File: config.mk
export PLATFORM = sky130hd
export DESIGN_NAME = barrier_unit
export DESIGN_NICKNAME = d
export VERILOG_FILES = /design/src/hw/barrier_pkg.sv /design/src/hw/barrier_regs.sv /design/src/hw/barrier_unit.sv
export SDC_FILE = /design/constraint.sdc
export NUM_CORES = 1
export LEC_CHECK = 0
export BUFFER_PORTS_ARGS = -buffer_cell sky130_fd_sc_hd__buf_2
export CAP_MARGIN = 10
export CORE_MARGIN = 10
export CORE_UTILIZATION = 48
export DETAILED_ROUTE_END_ITERATION = 16
export PLACE_DENSITY = 0.87
export SETUP_SLACK_MARGIN = 0.1
export SYNTH_ARGS = -nofsm -noshare
export SYNTH_HDL_FRONTEND = slang
export SYNTH_SLANG_ARGS = --single-unit
File: constraint.sdc
create_clock -name hclk -period 2.4 [get_ports hclk]
set_input_delay 0.36 -clock hclk [delete_from_list [all_inputs] [get_ports hclk]]
set_output_delay 0.36 -clock hclk [all_outputs]
set_load 0.01 [all_outputs]
File: src/hw/barrier_pkg.sv
// Purpose: constants and types for the memory barrier control unit
// Assumes: 32-bit instruction word, AHB-Lite register access
// Notes: offsets are byte addresses, one register per word
// Functional notes
// - ordering bit 3 keeps later stores back until earlier stores are visible
// - ordering bit 2 keeps later stores back until earlier loads are performed
// - ordering bit 1 keeps later loads back until earlier stores are visible
// - ordering bit 0 keeps later loads back until earlier loads are performed
// - completion mask comes from instruction bits 6 down to 4
// - zero completion mask gives partial ordering only, else completion too
// - completion bit 2 drains all work and errors before any later issue
// - completion bit 1 drains all memory work before later memory access
// - completion bit 0 holds later loads until earlier stores complete
// - both masks zero behaves as a no-operation
// - nonzero reserved bits 11 to 7 raise an illegal-instruction exception
// - barrier recognised by source 15, destination 0, immediate 1, bit 12 clear
// - ordering mask 8 with zero completion equals the legacy write barrier
// - strong ordering mode drops three orderings, promotes others to full sync
// - any realisation is allowed that keeps the ordering semantics
// - full sync completes all work and reports errors before next issue
// - alternate-space access with a sync identifier also forces full sync
// - sync does not wait for store data to reach external memory
// - ordering mask comes from instruction bits 3 down to 0, any mix
// - constraints cover all own address spaces, never other processors
package barrier_pkg;
   localparam int OP_MSB = 31;
   localparam int OP_LSB = 30;
   localparam int RD_MSB = 29;
   localparam int RD_LSB = 25;
   localparam int OP3_MSB = 24;
   localparam int OP3_LSB = 19;
   localparam int RS1_MSB = 18;
   localparam int RS1_LSB = 14;
   localparam int IMM_BIT = 13;
   localparam int RSV_MSB = 12;
   localparam int RSV_LSB = 7;
   localparam int CM_MSB = 6;
   localparam int CM_LSB = 4;
   localparam int MM_MSB = 3;
   localparam int MM_LSB = 0;
   localparam logic [4:0] RS1_BARRIER = 5'h0f;
   localparam logic [4:0] RD_BARRIER = 5'h00;
   localparam logic [3:0] LEGACY_WB_MM = 4'h8;
   localparam int NCON = 7;
   localparam int C_WW = 0;
   localparam int C_RW = 1;
   localparam int C_WR = 2;
   localparam int C_RR = 3;
   localparam int C_SY = 4;
   localparam int C_MI = 5;
   localparam int C_LA = 6;
   localparam logic [7:0] OFS_CTRL = 8'h00;
   localparam logic [7:0] OFS_STATUS = 8'h04;
   localparam logic [7:0] OFS_BCOUNT = 8'h08;
   localparam logic [7:0] OFS_ICOUNT = 8'h0c;
   localparam int CTRL_STRONG = 0;
   localparam logic CTRL_RESET = 1'b0;
   localparam int CNT_W = 16;
   typedef enum logic [2:0] {
      ST_IDLE = 3'b001,
      ST_ORDER = 3'b010,
      ST_SYNC = 3'b100
   } state_t;
   typedef struct packed {
      logic ld_pending;
      logic st_pending;
      logic op_pending;
      logic err_pending;
   } mem_status_t;
   typedef struct packed {
      logic issue;
      logic load;
      logic store;
   } hold_t;
endpackage

File: src/hw/barrier_regs.sv
// Purpose: AHB-Lite slave holding control and showing status
// Assumes: single word transfers, zero wait states
// Notes: unmapped reads return zero, writes there are dropped
`timescale 1ns/10ps
module barrier_regs (
   input wire logic hclk,
   input wire logic hresetn,
   input wire logic hsel,
   input wire logic [31:0] haddr,
   input wire logic [1:0] htrans,
   input wire logic hwrite,
   input wire logic hready,
   input wire logic [31:0] hwdata,
   output logic [31:0] hrdata,
   output logic hreadyout,
   output logic hresp,
   output logic strong_order,
   input wire logic [31:0] status_word,
   input wire logic [barrier_pkg::CNT_W-1:0] bcount,
   input wire logic [barrier_pkg::CNT_W-1:0] icount
);
   logic wr_pend_q;
   logic [7:0] wr_addr_q;
   logic ctrl_q;
   logic ctrl_d;
   logic [31:0] rdata_q;
   logic [31:0] rdata_d;
   wire addr_ok = hsel & htrans[1] & hready;
   wire ctrl_wr = wr_pend_q & (wr_addr_q == barrier_pkg::OFS_CTRL);
   wire [7:0] ofs = haddr[7:0];
   wire upper_zero = (haddr[31:8] == 24'h00_0000);
   wire [31:0] cnt_b = {{(32-barrier_pkg::CNT_W){1'b0}}, bcount};
   wire [31:0] cnt_i = {{(32-barrier_pkg::CNT_W){1'b0}}, icount};
   // write data lands one cycle after its address phase; reads bypass it
   assign ctrl_d = ctrl_wr ? hwdata[barrier_pkg::CTRL_STRONG] : ctrl_q;
   always_comb begin
      rdata_d = 32'h0000_0000;
      if (upper_zero && ofs == barrier_pkg::OFS_CTRL) begin
         rdata_d[barrier_pkg::CTRL_STRONG] = ctrl_d;
      end else if (upper_zero && ofs == barrier_pkg::OFS_STATUS) begin
         rdata_d = status_word;
      end else if (upper_zero && ofs == barrier_pkg::OFS_BCOUNT) begin
         rdata_d = cnt_b;
      end else if (upper_zero && ofs == barrier_pkg::OFS_ICOUNT) begin
         rdata_d = cnt_i;
      end
   end
   always_ff @(posedge hclk or negedge hresetn) begin
      if (!hresetn) begin
         wr_pend_q <= 1'b0;
         wr_addr_q <= 8'h00;
         ctrl_q <= barrier_pkg::CTRL_RESET;
         rdata_q <= 32'h0000_0000;
      end else begin
         wr_pend_q <= addr_ok & hwrite & upper_zero;
         wr_addr_q <= ofs;
         ctrl_q <= ctrl_d;
         if (addr_ok && !hwrite) begin
            rdata_q <= rdata_d;
         end
      end
   end
   assign hrdata = rdata_q;
   assign hreadyout = 1'b1;
   assign hresp = 1'b0;
   assign strong_order = ctrl_q;
endmodule

File: src/hw/barrier_unit.sv
// Purpose: decode barrier instructions and hold issue, loads and stores
// Assumes: memory status flags cover work issued before the barrier
// Notes: one barrier in flight; a second waits on barrier_ready
`timescale 1ns/10ps
module barrier_unit #(
   parameter logic [1:0] OP_MATCH = 2'h2,
   parameter logic [5:0] OP3_MATCH = 6'h28
) (
   input wire logic hclk,
   input wire logic hresetn,
   input wire logic hsel,
   input wire logic [31:0] haddr,
   input wire logic [1:0] htrans,
   input wire logic hwrite,
   input wire logic [2:0] hsize,
   input wire logic [31:0] hwdata,
   input wire logic hready,
   output logic [31:0] hrdata,
   output logic hreadyout,
   output logic hresp,
   input wire logic dec_valid,
   input wire logic [31:0] dec_instr,
   input wire logic asi_sync_req,
   input wire barrier_pkg::mem_status_t mem_status,
   output logic barrier_ready,
   output logic illegal_exc,
   output logic sync_done,
   output barrier_pkg::hold_t hold
);
   logic strong_order;
   logic [3:0] order_mask;
   logic [2:0] compl_mask;
   logic [4:0] rs1_field;
   logic [4:0] rd_field;
   logic [1:0] op_field;
   logic [5:0] op3_field;
   logic is_barrier;
   logic bad_bits;
   logic take;
   logic accept;
   logic illegal;
   logic asi_take;
   logic start;
   logic [barrier_pkg::NCON-1:0] req;
   logic [barrier_pkg::NCON-1:0] eff;
   logic [barrier_pkg::NCON-1:0] met;
   logic [barrier_pkg::NCON-1:0] pend_q;
   logic [barrier_pkg::NCON-1:0] pend_d;
   barrier_pkg::hold_t hold_q;
   barrier_pkg::hold_t hold_d;
   barrier_pkg::state_t state_q;
   barrier_pkg::state_t state_d;
   logic ready_q;
   logic ready_d;
   logic illegal_q;
   logic sync_done_q;
   logic sync_done_d;
   logic [barrier_pkg::CNT_W-1:0] bcnt_q;
   logic [barrier_pkg::CNT_W-1:0] icnt_q;
   logic [31:0] status_word;
   logic ld_p;
   logic st_p;
   logic op_p;
   logic err_p;

   // register access
   barrier_regs u_regs (
      .hclk(hclk),
      .hresetn(hresetn),
      .hsel(hsel),
      .haddr(haddr),
      .htrans(htrans),
      .hwrite(hwrite),
      .hready(hready),
      .hwdata(hwdata),
      .hrdata(hrdata),
      .hreadyout(hreadyout),
      .hresp(hresp),
      .strong_order(strong_order),
      .status_word(status_word),
      .bcount(bcnt_q),
      .icount(icnt_q)
   );

   // instruction fields
   assign order_mask = dec_instr[barrier_pkg::MM_MSB:barrier_pkg::MM_LSB];
   assign compl_mask = dec_instr[barrier_pkg::CM_MSB:barrier_pkg::CM_LSB];
   assign rs1_field = dec_instr[barrier_pkg::RS1_MSB:barrier_pkg::RS1_LSB];
   assign rd_field = dec_instr[barrier_pkg::RD_MSB:barrier_pkg::RD_LSB];
   assign op_field = dec_instr[barrier_pkg::OP_MSB:barrier_pkg::OP_LSB];
   assign op3_field = dec_instr[barrier_pkg::OP3_MSB:barrier_pkg::OP3_LSB];

   // shared opcode with the ancillary state read, told apart by fields
   assign is_barrier = (op_field == OP_MATCH)
      && (op3_field == OP3_MATCH)
      && (rs1_field == barrier_pkg::RS1_BARRIER)
      && (rd_field == barrier_pkg::RD_BARRIER)
      && dec_instr[barrier_pkg::IMM_BIT]
      && !dec_instr[barrier_pkg::RSV_MSB];
   // bit 12 set already means ancillary read, so 11..7 decide here
   assign bad_bits = |dec_instr[barrier_pkg::RSV_MSB-1:barrier_pkg::RSV_LSB];

   // acceptance
   assign take = dec_valid & ready_q & is_barrier;
   assign accept = take & !bad_bits;
   assign illegal = take & bad_bits;
   assign asi_take = asi_sync_req & ready_q;
   assign start = accept | asi_take;

   // requested constraints, union of every selected bit
   assign req[barrier_pkg::C_WW] = accept & order_mask[3];
   assign req[barrier_pkg::C_RW] = accept & order_mask[2];
   assign req[barrier_pkg::C_WR] = accept & order_mask[1];
   assign req[barrier_pkg::C_RR] = accept & order_mask[0];
   // zero completion mask leaves only the ordering bits above
   assign req[barrier_pkg::C_SY] = (accept & compl_mask[2]) | asi_take;
   assign req[barrier_pkg::C_MI] = accept & compl_mask[1];
   assign req[barrier_pkg::C_LA] = accept & compl_mask[0];

   // strong ordering: three orderings free, the rest become full sync
   assign eff[barrier_pkg::C_WW] = req[barrier_pkg::C_WW] & !strong_order;
   assign eff[barrier_pkg::C_RW] = req[barrier_pkg::C_RW] & !strong_order;
   assign eff[barrier_pkg::C_RR] = req[barrier_pkg::C_RR] & !strong_order;
   assign eff[barrier_pkg::C_WR] = req[barrier_pkg::C_WR] & !strong_order;
   assign eff[barrier_pkg::C_MI] = req[barrier_pkg::C_MI] & !strong_order;
   assign eff[barrier_pkg::C_LA] = req[barrier_pkg::C_LA] & !strong_order;
   // promotion to sync is a stronger but legal realisation
   assign eff[barrier_pkg::C_SY] = req[barrier_pkg::C_SY]
      | (strong_order & (req[barrier_pkg::C_WR]
      | req[barrier_pkg::C_MI]
      | req[barrier_pkg::C_LA]));

   // own core only: no input from other processors takes part
   assign ld_p = mem_status.ld_pending;
   assign st_p = mem_status.st_pending;
   assign op_p = mem_status.op_pending;
   assign err_p = mem_status.err_pending;

   // release conditions
   assign met[barrier_pkg::C_WW] = !st_p;
   assign met[barrier_pkg::C_RW] = !ld_p;
   assign met[barrier_pkg::C_WR] = !st_p;
   assign met[barrier_pkg::C_RR] = !ld_p;
   // visibility suffices, no wait for the external memory write
   assign met[barrier_pkg::C_SY] = !op_p & !err_p;
   assign met[barrier_pkg::C_MI] = !ld_p & !st_p;
   assign met[barrier_pkg::C_LA] = !st_p;

   // one pending bit per constraint
   genvar k;
   generate
      for (k = 0; k < barrier_pkg::NCON; k++) begin : g_con
         assign pend_d[k] = (pend_q[k] | eff[k]) & !met[k];
      end
   endgenerate

   // holds toward issue and the load/store unit
   assign hold_d.store = pend_d[barrier_pkg::C_WW]
      | pend_d[barrier_pkg::C_RW]
      | pend_d[barrier_pkg::C_MI]
      | pend_d[barrier_pkg::C_SY];
   assign hold_d.load = pend_d[barrier_pkg::C_WR]
      | pend_d[barrier_pkg::C_RR]
      | pend_d[barrier_pkg::C_MI]
      | pend_d[barrier_pkg::C_LA]
      | pend_d[barrier_pkg::C_SY];
   assign hold_d.issue = pend_d[barrier_pkg::C_SY];
   assign ready_d = !(|pend_d);
   assign sync_done_d = pend_q[barrier_pkg::C_SY] & !pend_d[barrier_pkg::C_SY];

   // state
   always_comb begin
      state_d = state_q;
      unique case (state_q)
         barrier_pkg::ST_IDLE: begin
            if (pend_d[barrier_pkg::C_SY]) begin
               state_d = barrier_pkg::ST_SYNC;
            end else if (|pend_d) begin
               state_d = barrier_pkg::ST_ORDER;
            end
         end
         barrier_pkg::ST_ORDER: begin
            if (!(|pend_d)) begin
               state_d = barrier_pkg::ST_IDLE;
            end
         end
         barrier_pkg::ST_SYNC: begin
            if (!pend_d[barrier_pkg::C_SY]) begin
               state_d = (|pend_d) ? barrier_pkg::ST_ORDER : barrier_pkg::ST_IDLE;
            end
         end
         default: begin
            state_d = barrier_pkg::ST_IDLE;
         end
      endcase
   end

   always_ff @(posedge hclk or negedge hresetn) begin
      if (!hresetn) begin
         pend_q <= '0;
         hold_q <= '0;
         state_q <= barrier_pkg::ST_IDLE;
         ready_q <= 1'b1;
         illegal_q <= 1'b0;
         sync_done_q <= 1'b0;
      end else begin
         pend_q <= pend_d;
         hold_q <= hold_d;
         state_q <= state_d;
         ready_q <= ready_d;
         illegal_q <= illegal;
         sync_done_q <= sync_done_d;
      end
   end

   // barrier and exception counters
   always_ff @(posedge hclk or negedge hresetn) begin
      if (!hresetn) begin
         bcnt_q <= '0;
         icnt_q <= '0;
      end else begin
         if (accept) begin
            bcnt_q <= bcnt_q + 1'b1;
         end
         if (illegal) begin
            icnt_q <= icnt_q + 1'b1;
         end
      end
   end

   assign status_word = {16'h0000, 3'b000, state_q, pend_q, hold_q};
   assign hold = hold_q;
   assign barrier_ready = ready_q;
   assign illegal_exc = illegal_q;
   assign sync_done = sync_done_q;
endmodule

==> flow_summary.json <==
{
  "period_minus_slack_ps": 2182,
  "syn_inst": 347,
  "antenna_found_initial": 0,
  "grt_pass1_wl_mm": 15.50,
  "synthTopCellsByArea": "dfrtp_1 50%, mux2i_1 4.5%, buf_4 4.0%",
  "gr-usage-all-layers_pct": 17.12,
  "core.rowCount": 31,
  "min_period_over_period_pct": 90.93,
  "layout.nets": 566,
  "status": "completed",
  "slew_violations": 0,
  "fin_skew_ps": 8.048,
  "crit_path_end_kind": "register",
  "clock_latency_ps": 340,
  "die_w_um": 106.2,
  "yosysWarnings": 0,
  "dieArea_um2": 11280,
  "setup_viol": 0,
  "postCtsSetupBuffers": 0,
  "dpl.hpwl_mm": 7.378,
  "start_kind": "register",
  "cts_tree": "yes",
  "overflow": 0,
  "clock-sinks": 73,
  "path_cells": "nand4b_1 > or3_4 > buf_4 > nor4_1 > o22ai_1 > nand4bb_1 > a2bb2oi_1",
  "worst_pin_slew_ps": 612.0,
  "areaGrowthSynthToFinish_pct": 22.91,
  "wirelength_mm": 9.592,
  "maxSlewHeadroom_pct": 58.82,
  "ys_seq_area_share_pct": 51.30,
  "die_y_um": 106.2,
  "drt-initial-drc-count": 212,
  "synth-edff-count": 0,
  "ys_seq_elements": 73,
  "path_depth": 7,
  "netlist_area_um2": 3566,
  "cp_slowest_cell": "dfstp_2",
  "via_per_inst": 5.321,
  "wl_per_cell_um": 17.28,
  "diodes": 0,
  "drc": 0,
  "first_global_vias": 3169,
  "initial_core_util_pct": 49.16,
  "yosys.area.top_type": "dfrtp_1",
  "cp.arrival_ps": 2460,
  "ff2ff_path_depth": 7,
  "drive_above_1_share_pct": 29.82,
  "ios": 152,
  "critPathTopFamily": "simple AND/OR/NAND/NOR gates",
  "synth_ff_type": "dfrtp_1",
  "clk_path_buf_depth": 2,
  "path_class": "register to register",
  "power_density_nw_per_um2": 626.8,
  "required_ps": 2670,
  "grt_start_max_net_pins": 74,
  "slowest_delay_ps": 560,
  "syn_avg_cell_area_um2": 10.28,
  "final_util_pct": 60.43,
  "synth.distinct_cells": 49,
  "ir_drop_mv": 0.3915,
  "synth_common_cells": "71 x dfrtp_1, 32 x nand2_1, 29 x nor2_1",
  "synthArstFlopShare_pct": 100.0,
  "path_buf_inv": 1,
  "max_clock_freq_mhz": 458.2,
  "drt-pass1-iter-count": 4,
  "gp_routability_congestion": 0.9280,
  "hold_violations": 0,
  "yosysMostFrequentCell": "dfrtp_1",
  "numCtsBuffers": 9,
  "yosys.area.top_type_share_pct": 49.82,
  "reg2reg_setup_slack_ps": 220,
  "antenna_left": 0,
  "clk_pin_slew_worst_paths_ps": 70,
  "drv_cap": 0,
  "root_buffer": "clkbuf_8",
  "core_um2": 7253,
  "cts.htree.levels": 3,
  "port_buffers": 98,
  "finalSetupTns_ps": 0,
  "via_count": 2953,
  "rsz0062_at_grt": "yes",
  "crit_fanout": 6,
  "p_leak_nw": 2.235,
  "holdCritPathClass": "input port to async pin"
}
==> through the flow <==
step | instance area [um^2] | instances | total power [mW] | setup slack [ps] | hold WS, ps
after floorplan | 3626 | 363 | 1.513 | 349.9 | 64.41
after CTS | 4368 | 555 | 2.770 | 110.4 | 42.17
after detailed placement | 4135 | 540 | 1.640 | 142.3 | 418.7
after global placement | 4135 | 540 | 1.623 | 201.8 | 413.6
after global routing | 4383 | 555 | 2.863 | 53.44 | 45.68
final | 4383 | 555 | 2.747 | 217.8 | 39.02
==> layout make-up <==
class	instances	area (um^2)
Multi-Input combinational cell	250	1585
Clock inverter	5	105.1
Clock buffer	10	127.6
Inverter	11	41.29
Timing Repair Buffer	107	570.5
Tap cell	99	123.9
Sequential cell	73	1829
Fill cell	609	2870
==> cells in the final DEF (no fill, tap or decap), types with 8 or more instances in the layout <==
| cell | n |
|---|---|
| conb_1 | 18 |
| o21ai_0 | 17 |
| dfrtp_1 | 71 |
| mux2i_1 | 16 |
| buf_2 | 98 |
| buf_4 | 8 |
| xnor2_1 | 16 |
| clkbuf_8 | 9 |
| inv_1 | 11 |
| nand2_1 | 32 |
| and3_1 | 8 |
| nor4_1 | 13 |
| nand3_1 | 10 |
| xor2_1 | 16 |
| a21oi_1 | 14 |
| nor3_1 | 8 |
| nor2_1 | 29 |
==> power breakdown <==
part / switching, mW / leakage, nW / internal [mW]
sequential: 0.0546 / 0.970 / 1.28
combinational: 0.153 / 1.16 / 0.131
clock: 0.441 / 0.109 / 0.685
==> sequential cells by signal (all words and copies together) (netlist names) <==
| name | count |
|---|---|
| icnt_q | 16 |
| u_regs.wr_pend_q | 1 |
| u_regs.strong_order | 1 |
| barrier_ready | 1 |
| u_regs.hrdata | 16 |
| state_q | 3 |
| hold | 2 |
| u_regs.wr_addr_q | 8 |
| illegal_exc | 1 |
| pend_q | 7 |
| bcnt_q | 16 |
| sync_done | 1 |
==> worst reg2reg max path, stage by stage (launching register included) <==
cell and delay [ps]:
dfstp_2 560, nand4b_1 110, or3_4 380, buf_4 180
nor4_1 300, o22ai_1 180, nand4bb_1 240, a2bb2oi_1 170
==> repair_timing <==
item,in CTS,in global routing
hold buffers,0,0
endpoints found under the setup margin,0,10
resized for setup,0,3
==> worst paths after layout <==
kind	startpoint	to
worst max register to register	barrier_ready$_DFF_PN1_	state_q[1]$_DFFE_PN0P_
min in group hclk	haddr[5]	u_regs.wr_addr_q[5]$_DFF_PN0_
worst min-delay path	hresetn	u_regs.hrdata[15]$_DFFE_PN0P_
worst min register to register	u_regs.hrdata[8]$_DFFE_PN0P_	u_regs.hrdata[8]$_DFFE_PN0P_
max in group asynchronous	hresetn	state_q[0]$_DFFE_PN1P_
worst max-delay path	barrier_ready$_DFF_PN1_	state_q[1]$_DFFE_PN0P_
==> cell families (layout without fill, tap and decap cells) <==
kind of cell	after synthesis	after routing	share of synthesized area, %
simple gates	136	136	21.26
flops	73	73	51.30
compound gates	43	43	6.878
buf+inv	40	133	6.351
xor+xnor	32	32	7.859
mux	19	19	5.438
fa+ha+maj	2	2	0.7016
other cells	2	18	0.2106
==> routing by layer <==
metal	share of wire [%]	GRT usage [%]	wire length, um
met4	1.0	4.352	96
met1	39	19.29	3751
met2	50	29.42	4807
met3	9.8	7.065	936
met5	0	0	0
Power figures use the tool's default switching activity.
